$ cat src/inc/tic_pkg.sv
// Shared constants, register map and carrier types of the input capture block.
package tic_pkg;
  localparam int NUM_UNITS = 3;
  localparam int NUM_TIMERS = 3;
  localparam int TMR_W = 16;
  localparam int ADDR_W = 8;
  localparam int DATA_W = 32;
  // Register byte offsets.
  localparam logic [7:0] REG_MODE = 8'h00;
  localparam logic [7:0] REG_TSEL = 8'h04;
  localparam logic [7:0] REG_PINSEL = 8'h08;
  localparam logic [7:0] REG_STATUS = 8'h0C;
  localparam logic [7:0] REG_CLEAR = 8'h10;
  localparam logic [7:0] REG_ENABLE = 8'h14;
  localparam logic [7:0] REG_CAP0 = 8'h20;
  // Field layout.
  localparam int MODE_W = 4;
  localparam int TSEL_W = 2;
  localparam int CAP_LOW_LSB = 0;
  localparam int CAP_HIGH_LSB = 8;
  // Capture mode codes and prescaler terminal counts.
  localparam logic [3:0] MODE_FALL = 4'h4;
  localparam logic [3:0] MODE_RISE = 4'h5;
  localparam logic [3:0] MODE_RISE4 = 4'h6;
  localparam logic [3:0] MODE_RISE16 = 4'h7;
  localparam logic [3:0] PRESCALE_4 = 4'h3;
  localparam logic [3:0] PRESCALE_16 = 4'hF;
  // Reset values and divider terminal count.
  localparam logic [3:0] MODE_RST = 4'h0;
  localparam logic [1:0] TSEL_RST = 2'h0;
  localparam logic [1:0] PINSEL_RST = 2'h1;
  localparam logic [1:0] INSTR_DIV_LAST = 2'h3;

  typedef struct packed {
    logic [3:0] mode;
    logic mode_wr;
    logic [1:0] tsel;
  } tic_unit_cfg_t;

  typedef struct packed {
    logic capture;
    logic [15:0] value;
  } tic_unit_evt_t;
endpackage

$ cat src/verilog/tic_divider.sv
// Instruction clock enable: one pulse every fourth bus clock.
`timescale 1ns/1ps
module tic_divider (
  // Clock and reset
  input wire logic pclk,
  input wire logic presetn,
  // Enable out
  output logic instr_en
);
  typedef struct packed {
    logic [1:0] cnt;
    logic en;
  } tic_div_state_t;

  tic_div_state_t st;
  tic_div_state_t next_st;

  always_comb begin
    next_st = st;
    next_st.cnt = st.cnt + 2'h1;
    next_st.en = (st.cnt == tic_pkg::INSTR_DIV_LAST);
  end

  always_ff @(posedge pclk or negedge presetn) begin
    if (!presetn) begin
      st <= '0;
    end else begin
      st <= next_st;
    end
  end

  assign instr_en = st.en;

  property p_div_period;
    @(posedge pclk) disable iff (!presetn)
      instr_en |=> !instr_en ##1 !instr_en ##1 !instr_en ##1 instr_en;
  endproperty
  a_div_period: assert property (p_div_period)
    else $error("instruction enable not periodic by four");
endmodule

$ cat src/verilog/tic_unit.sv
// One capture unit: pin synchroniser, edge detect, prescale and capture latch.
`timescale 1ns/1ps
module tic_unit (
  // Clock and reset
  input wire logic pclk,
  input wire logic presetn,
  input wire logic instr_en,
  // Configuration, pin and timer counts
  input wire tic_pkg::tic_unit_cfg_t cfg,
  input wire logic pin,
  input wire logic [47:0] timers,
  // Result
  output tic_pkg::tic_unit_evt_t evt
);
  typedef struct packed {
    logic sync1;
    logic sync2;
    logic last;
    logic [3:0] pre;
    tic_pkg::tic_unit_evt_t evt;
  } tic_unit_state_t;

  tic_unit_state_t st;
  tic_unit_state_t next_st;
  logic rise;
  logic fall;
  logic [15:0] tmr_now;

  always_comb begin
    rise = st.sync2 && !st.last;
    fall = !st.sync2 && st.last;
    unique case (cfg.tsel)
      2'h1: tmr_now = timers[31:16];
      2'h2: tmr_now = timers[47:32];
      default: tmr_now = timers[15:0];
    endcase
    next_st = st;
    next_st.evt.capture = 1'b0;
    next_st.sync1 = pin;
    next_st.sync2 = st.sync1;
    if (cfg.mode_wr) begin
      next_st.pre = 4'h0;
    end else if (instr_en) begin
      next_st.last = st.sync2;
      unique case (cfg.mode)
        tic_pkg::MODE_FALL: next_st.evt.capture = fall;
        tic_pkg::MODE_RISE: next_st.evt.capture = rise;
        tic_pkg::MODE_RISE4, tic_pkg::MODE_RISE16: begin
          if (rise) begin
            if (st.pre == ((cfg.mode == tic_pkg::MODE_RISE4) ? tic_pkg::PRESCALE_4
                                                              : tic_pkg::PRESCALE_16)) begin
              next_st.pre = 4'h0;
              next_st.evt.capture = 1'b1;
            end else begin
              next_st.pre = st.pre + 4'h1;
            end
          end
        end
        default: next_st.pre = 4'h0;
      endcase
      if (next_st.evt.capture) begin
        next_st.evt.value = tmr_now;
      end
    end
  end

  always_ff @(posedge pclk or negedge presetn) begin
    if (!presetn) begin
      st <= '0;
    end else begin
      st <= next_st;
    end
  end

  assign evt = st.evt;

  property p_rise_cap;
    @(posedge pclk) disable iff (!presetn)
      (instr_en && !cfg.mode_wr && cfg.mode == tic_pkg::MODE_RISE && rise) |=> evt.capture;
  endproperty
  a_rise_cap: assert property (p_rise_cap)
    else $error("rising edge not captured");
  property p_fall_cap;
    @(posedge pclk) disable iff (!presetn)
      (instr_en && !cfg.mode_wr && cfg.mode == tic_pkg::MODE_FALL && fall) |=> evt.capture;
  endproperty
  a_fall_cap: assert property (p_fall_cap)
    else $error("falling edge not captured");
  property p_cap_value;
    @(posedge pclk) disable iff (!presetn)
      evt.capture |-> evt.value == $past(tmr_now);
  endproperty
  a_cap_value: assert property (p_cap_value)
    else $error("captured value differs from timer");
  property p_no_cap_off;
    @(posedge pclk) disable iff (!presetn)
      (cfg.mode == tic_pkg::MODE_RST) |=> !evt.capture;
  endproperty
  a_no_cap_off: assert property (p_no_cap_off)
    else $error("capture while mode is off");
endmodule

$ cat src/verilog/tic_capture.sv
// Input capture block top: APB registers, interrupt logic and three capture units.
//
// Implementation choices: the placing of the registers and register access over APB.
`timescale 1ns/1ps
// Notes on behaviour
// Each unit picks its own 16-bit timer through its timer select field.
// A qualifying pin event copies the whole 16-bit selected timer count.
// Mode field picks falling, rising, fourth rising or sixteenth rising edges.
// Each completed capture sets that unit's interrupt request flag.
// Software clears the flag; hardware never clears it itself.
// A new capture overwrites an unread value with no overrun indication.
// Software should set the pin direction to input for capture.
// With pin as output, a port write making an edge is captured.
// Units two and three choose between two pins; defaults one and zero.
// The selected timer must run in timer or synchronized counter mode.
// Mode change may flag falsely; software masks, then clears the flag.
// Capture timer runs from instruction clock or external source only.
// Pin synchronised before edge detect; mode write restarts the prescaler.
module tic_capture (
  // Clock and reset
  input wire logic pclk,
  input wire logic presetn,
  // APB slave
  input wire logic psel,
  input wire logic penable,
  input wire logic pwrite,
  input wire logic [7:0] paddr,
  input wire logic [31:0] pwdata,
  output logic [31:0] prdata,
  output logic pready,
  output logic pslverr,
  // Timer counts, timer 0 in the low bits
  input wire logic [47:0] timer_count,
  // Capture pins: primary and alternate, with port output and direction
  input wire logic [2:0] pin_primary,
  input wire logic [2:0] pin_alternate,
  input wire logic [2:0] port_out,
  input wire logic [2:0] port_direction_bit,
  // Interrupt
  output logic irq
);
  localparam int N = tic_pkg::NUM_UNITS;

  typedef struct packed {
    logic [2:0][3:0] mode;
    logic [2:0] mode_wr;
    logic [2:0][1:0] tsel;
    logic [1:0] pinsel;
    logic [2:0] status;
    logic [2:0] enable;
    logic [2:0][15:0] value;
    logic [31:0] prdata;
    logic pready;
    logic pslverr;
    logic irq;
  } tic_top_state_t;

  tic_top_state_t st;
  tic_top_state_t next_st;
  logic instr_en;
  logic [2:0] pin_eff;
  logic [2:0] cap;
  logic [2:0][15:0] cap_val;
  logic setup;
  logic wr;
  logic rd;
  logic [7:0] off;
  logic [2:0] clr;

  tic_divider u_div (
    .pclk(pclk),
    .presetn(presetn),
    .instr_en(instr_en)
  );

  // Pin selection and output loopback; an output-driven pin is captured like any input.
  always_comb begin
    pin_eff[0] = port_direction_bit[0] ? pin_primary[0] : port_out[0];
    for (int i = 1; i < N; i++) begin
      if (st.pinsel[i-1]) begin
        pin_eff[i] = port_direction_bit[i] ? pin_primary[i] : port_out[i];
      end else begin
        pin_eff[i] = port_direction_bit[i] ? pin_alternate[i] : port_out[i];
      end
    end
  end

  genvar g;
  generate
    for (g = 0; g < N; g++) begin : gen_unit
      tic_pkg::tic_unit_cfg_t ucfg;
      tic_pkg::tic_unit_evt_t uevt;
      assign ucfg = {st.mode[g], st.mode_wr[g], st.tsel[g]};
      tic_unit u_unit (
        .pclk(pclk),
        .presetn(presetn),
        .instr_en(instr_en),
        .cfg(ucfg),
        .pin(pin_eff[g]),
        .timers(timer_count),
        .evt(uevt)
      );
      assign cap[g] = uevt.capture;
      assign cap_val[g] = uevt.value;
    end
  endgenerate

  // Zero-wait APB: a transfer completes on the first access cycle.
  always_comb begin
    setup = psel && !penable;
    wr = setup && pwrite;
    rd = setup && !pwrite;
    off = paddr;
    clr = (wr && off == tic_pkg::REG_CLEAR) ? pwdata[2:0] : 3'h0;
    next_st = st;
    next_st.mode_wr = 3'h0;
    next_st.pready = setup;
    next_st.pslverr = 1'b0;
    next_st.prdata = 32'h0000_0000;
    if (wr) begin
      unique case (off)
        tic_pkg::REG_MODE: begin
          // Any mode write restarts the prescaler, so rewriting the same code resynchronises it.
          for (int i = 0; i < N; i++) begin
            next_st.mode_wr[i] = 1'b1;
            next_st.mode[i] = pwdata[4*i+:4];
          end
        end
        tic_pkg::REG_TSEL: next_st.tsel = pwdata[5:0];
        tic_pkg::REG_PINSEL: next_st.pinsel = pwdata[1:0];
        tic_pkg::REG_ENABLE: next_st.enable = pwdata[2:0];
        tic_pkg::REG_CLEAR: next_st.pslverr = 1'b0;
        default: next_st.pslverr = !(off inside {tic_pkg::REG_STATUS,
                                                 tic_pkg::REG_CAP0,
                                                 tic_pkg::REG_CAP0 + 8'h04,
                                                 tic_pkg::REG_CAP0 + 8'h08});
      endcase
    end
    if (rd) begin
      unique case (off)
        tic_pkg::REG_MODE: next_st.prdata = {20'h0, st.mode};
        tic_pkg::REG_TSEL: next_st.prdata = {26'h0, st.tsel};
        tic_pkg::REG_PINSEL: next_st.prdata = {30'h0, st.pinsel};
        tic_pkg::REG_STATUS: next_st.prdata = {29'h0, st.status};
        tic_pkg::REG_CLEAR: next_st.prdata = 32'h0000_0000;
        tic_pkg::REG_ENABLE: next_st.prdata = {29'h0, st.enable};
        tic_pkg::REG_CAP0: next_st.prdata = {16'h0, st.value[0]};
        tic_pkg::REG_CAP0 + 8'h04: next_st.prdata = {16'h0, st.value[1]};
        tic_pkg::REG_CAP0 + 8'h08: next_st.prdata = {16'h0, st.value[2]};
        default: next_st.pslverr = 1'b1;
      endcase
    end
    for (int i = 0; i < N; i++) begin
      if (cap[i]) begin
        next_st.value[i] = cap_val[i];
      end
    end
    // A capture in the same cycle as a clear keeps the flag set.
    next_st.status = (st.status & ~clr) | cap;
    next_st.irq = |(next_st.status & next_st.enable);
  end

  always_ff @(posedge pclk or negedge presetn) begin
    if (!presetn) begin
      st <= '0;
      st.mode <= {N{tic_pkg::MODE_RST}};
      st.tsel <= {N{tic_pkg::TSEL_RST}};
      st.pinsel <= tic_pkg::PINSEL_RST;
    end else begin
      st <= next_st;
    end
  end

  assign prdata = st.prdata;
  assign pready = st.pready;
  assign pslverr = st.pslverr;
  assign irq = st.irq;

  property p_flag_set;
    @(posedge pclk) disable iff (!presetn)
      |cap |=> |st.status;
  endproperty
  a_flag_set: assert property (p_flag_set)
    else $error("capture did not set a flag");
  property p_flag_sticky;
    @(posedge pclk) disable iff (!presetn)
      (st.status[0] && !(wr && off == tic_pkg::REG_CLEAR && pwdata[0])) |=> st.status[0];
  endproperty
  a_flag_sticky: assert property (p_flag_sticky)
    else $error("flag cleared without software");
  property p_overwrite;
    @(posedge pclk) disable iff (!presetn)
      cap[0] |=> st.value[0] == $past(cap_val[0]);
  endproperty
  a_overwrite: assert property (p_overwrite)
    else $error("capture value not stored");
  property p_irq;
    @(posedge pclk) disable iff (!presetn)
      irq == |(st.status & st.enable);
  endproperty
  a_irq: assert property (p_irq)
    else $error("interrupt not matching flags");
  property p_pinsel_rst;
    @(posedge pclk)
      $rose(presetn) |-> st.pinsel == tic_pkg::PINSEL_RST;
  endproperty
  a_pinsel_rst: assert property (p_pinsel_rst)
    else $error("pin select reset values wrong");
  property p_apb_ready;
    @(posedge pclk) disable iff (!presetn)
      (psel && !penable) |=> pready ##1 !pready;
  endproperty
  a_apb_ready: assert property (p_apb_ready)
    else $error("apb answer timing wrong");

  c_cap: cover property (@(posedge pclk) disable iff (!presetn) cap[0]);
  c_irq: cover property (@(posedge pclk) disable iff (!presetn) $rose(irq));
  c_clr_set: cover property (@(posedge pclk) disable iff (!presetn) |(clr & cap));
endmodule

$ cat config.mk
export PLATFORM = sky130hd
export DESIGN_NAME = tic_capture
export DESIGN_NICKNAME = d
export VERILOG_FILES = /design/src/inc/tic_pkg.sv /design/src/verilog/tic_divider.sv /design/src/verilog/tic_unit.sv /design/src/verilog/tic_capture.sv
export SDC_FILE = /design/constraint.sdc
export NUM_CORES = 1
export LEC_CHECK = 0
export ABC_CLOCK_PERIOD_IN_PS = 4800
export BUFFER_PORTS_ARGS = -buffer_cell sky130_fd_sc_hd__buf_4
export CAP_MARGIN = 15
export CORE_UTILIZATION = 29
export CTS_BUF_LIST = sky130_fd_sc_hd__clkbuf_2
export CTS_CLUSTER_DIAMETER = 30
export DETAILED_ROUTE_END_ITERATION = 7
export PLACE_DENSITY = 0.43
export SYNTH_ARGS = -nofsm -noshare
export SYNTH_HDL_FRONTEND = slang
export SYNTH_SLANG_ARGS = --single-unit
$ cat constraint.sdc
create_clock -name pclk -period 4.8 [get_ports pclk]
set_input_delay 0.48 -clock pclk [delete_from_list [all_inputs] [get_ports pclk]]
set_output_delay 0.48 -clock pclk [all_outputs]
set_load 0.1 [all_outputs]
==> metrics.cfg <==
[place]
portBuffers=102
finalWeightedCongestion=0.7565
hpwl_mm=16.54

[pwr]
internal-power_mw=1.903
power_mw=2.646
p_comb_frac=0.107
power.share.switching=0.2809
p_per_area_nw_per_um2=262.6
ir_worst_vdd_uv=134.6
p_sw_uw=743.4
pwr-share-clk=0.342
p_leak_nw=4.642
seq_power_share=0.551

[floorplanning]
initial_core_util=0.2968
io_pins=140
rows=62
core_area_um2=28860
die_w_um=173.9
die_area_um2=30230
fp.dieH_um=173.9

[outcome]
status=completed

[routing]
ant_nets=0
wirelength_met1_mm=11.52
wl_met3_um=951
num_vias=6122
vias_per_cell=4.929
wl_per_cell_um=19.50
dr.max_layer_used=met4
wl_met2_mm=11.51
drc_errors=0
drtIter0Drc=435
routed_wl_mm=24.22
drt-pass1-iter-count=5

[yosys]
synth_area_per_cell_um2=11.42
ys_ff_latch=169
synth_compound_area_frac=0.1407
synthDistinctLibCells=55
synth_edf_count=0
synth_top_flop_cell=dfrtp_1
synth-xor-area-share=0.001022
async_reset_ff_frac=1.000
seq_area_frac_synth=0.4939
ys_warn_count=0
yosysTopAreaCellShare=0.4908
synth_cells=750
synth-simple-area-share=0.09918
synth_mux_area_frac=0.1897
syn_area_um2=8566
synth_top_family_by_area=multiplexers
yosysTopAreaCell=dfrtp_1
synth_area_leaders=dfrtp_1, mux2_2, a22oi_1, o21ai_0, buf_4
synth_adder_area_share=0.01461

[setup_path]
critPathLaunchType=register
end_kind=register
path_max_fanout=17
cp.arrival_ns=3.08
cp.required_ns=5.42
crit_type=reg2reg

[final_layout]
final_common_cell=dfrtp_1
mostFrequentLayoutCells=dfrtp_1, mux2_2, buf_4
area_growth_pct=17.65
final_net_count=959
drive_gt1_frac=0.3442

[grt]
antenna_found_initial=1
grt_max_degree=87
grt_pass1_vias=6091
gr-total-overflow=0
grt_pass1_wl_mm=38.16
grt_usage=0.1676

[timing]
period_share=0.5124
finalHoldViolations=0
period_minus_slack_ns=2.460
maxSlewViolCount=0
tightest_slew_ns=1.098
max_freq_mhz=406.6
clock_skew_ns=0.04244
fin_tns_setup_ns=0
slew_headroom=0.2677
finalSetupViolations=0
rsz0062_at_grt=no

[clock_network]
cts_buffers=17
cts_resized=0
clock_path_buffers=2
clk_latency_ns=0.74
cts_root_buf=clkbuf_2
clock-sinks=169
cts_tree=done
clk_pin_slew_ns=0.26
h-tree-depth=4

[job]
cap_violations=0

[hold_path]
hp-class=in2reg

critical path: stages, from the launching register on:
cell and delay (ns):
dfrtp_1 0.49, nand4bb_1 0.26, or2_2 0.35, o31ai_4 0.83, mux2_2 0.41
layer usage:
layer  global-route usage  up-vias
met5                    0        -
met4              0.03692        0
met3              0.03158       14
met2               0.2672      149
met1               0.2350     3069
li1                     -     2890
repair_timing:
item,4_1_cts,5_1_grt
hold buffers,28,0
endpoints found under the hold margin,123,0
setup buffers,0,0
state kept, by name, summed over array words and instances, names as in the netlist, 2 cells and up:
signal / cells
gen_unit.u_unit.evt: 51
gen_unit.u_unit.next_st: 3
gen_unit.u_unit.st: 18
gen_unit.ucfg: 19
prdata: 16
st: 56
u_div.st: 2
power groups by stage:
stage	sequential (mW)	combinational, mW	clock, mW
global placement	1.48	0.267	0
finish	1.46	0.282	0.906
detailed placement	1.48	0.268	0
floorplan	1.48	0.137	0
global route	1.46	0.309	1.00
CTS	1.46	0.287	0.948
layout make-up:
class	count	area, um2
timing repair buffer	138	1122
multi-input combinational	499	3874
clock inverter	15	211.5
fill	2960	18780
inverter	19	71.32
tap	384	480.5
clock buffer	17	85.08
sequential	169	4230
antenna	1	2.502
cells by family after synthesis:
| group | Yosys count |
|---|---|
| AO/OA/AOI/OAI | 167 |
| XOR/XNOR | 1 |
| adder cells (fa/ha/maj) | 10 |
| buffers and inverters | 97 |
| flip-flops | 169 |
| multiplexers | 146 |
| other | 1 |
| AND/OR/NAND/NOR | 159 |
final timing paths:
path	startpoint	endpoint	slack, ns	cells after the start
worst max-delay path	gen_unit[1].ucfg[6]$_DFFE_PN0P_	gen_unit[1].u_unit.evt[6]$_DFFE_PN0P_	2.34	4
worst min-delay path	timer_count[1]	gen_unit[1].u_unit.evt[1]$_DFFE_PN0P_	0.09	4
worst max register to register	gen_unit[1].ucfg[6]$_DFFE_PN0P_	gen_unit[1].u_unit.evt[6]$_DFFE_PN0P_	2.34	4
worst min register to register	gen_unit[1].u_unit.next_st[22]$_DFF_PN0_	gen_unit[1].u_unit.st[22]$_DFF_PN0_	0.38	0
max in group asynchronous	presetn	st[83]$_DFF_PN0_	3.54	3
min in group asynchronous	presetn	gen_unit[2].u_unit.evt[15]$_DFFE_PN0P_	0.28	2
Yosys cell counts, types with 3 or more instances:
cell type,n
or3b_2,3
buf_4,33
a31oi_1,6
ha_1,10
a2111oi_1,3
and2_1,9
and4bb_2,3
a32oi_1,5
dfrtp_1,168
o31ai_4,3
inv_1,19
a22oi_1,60
nand3_1,19
mux2i_1,15
buf_6,3
mux2_2,131
or2_2,5
buf_1,3
nor4_1,4
buf_2,6
a221oi_1,5
o21ai_0,54
a32o_1,3
a41oi_1,3
o221ai_1,3
nor2_1,25
nor3_1,3
nor2b_1,4
nand2_1,60
nand3b_1,6
nand4bb_1,3
clkbuf_1,33
o22a_1,5
nand4_1,4
a31o_2,3
a211o_1,5
through the flow:
step / util / setup WS [ns] / cell area (um2) / instances / hold slack [ns]
after CTS: 0.3491 / 2.314 / 10070 / 1241 / 0.0003506
after floorplan: - / 2.665 / 8622 / 765 / 0.1844
after global routing: 0.3492 / 2.208 / 10080 / 1242 / 0.005114
after detailed placement: 0.3291 / 2.185 / 9498 / 1181 / 0.3396
after global placement: 0.3291 / 2.201 / 9498 / 1181 / 0.3380
final: 0.3492 / 2.340 / 10080 / 1242 / 0.09498
Power figures use the tool's default switching activity.
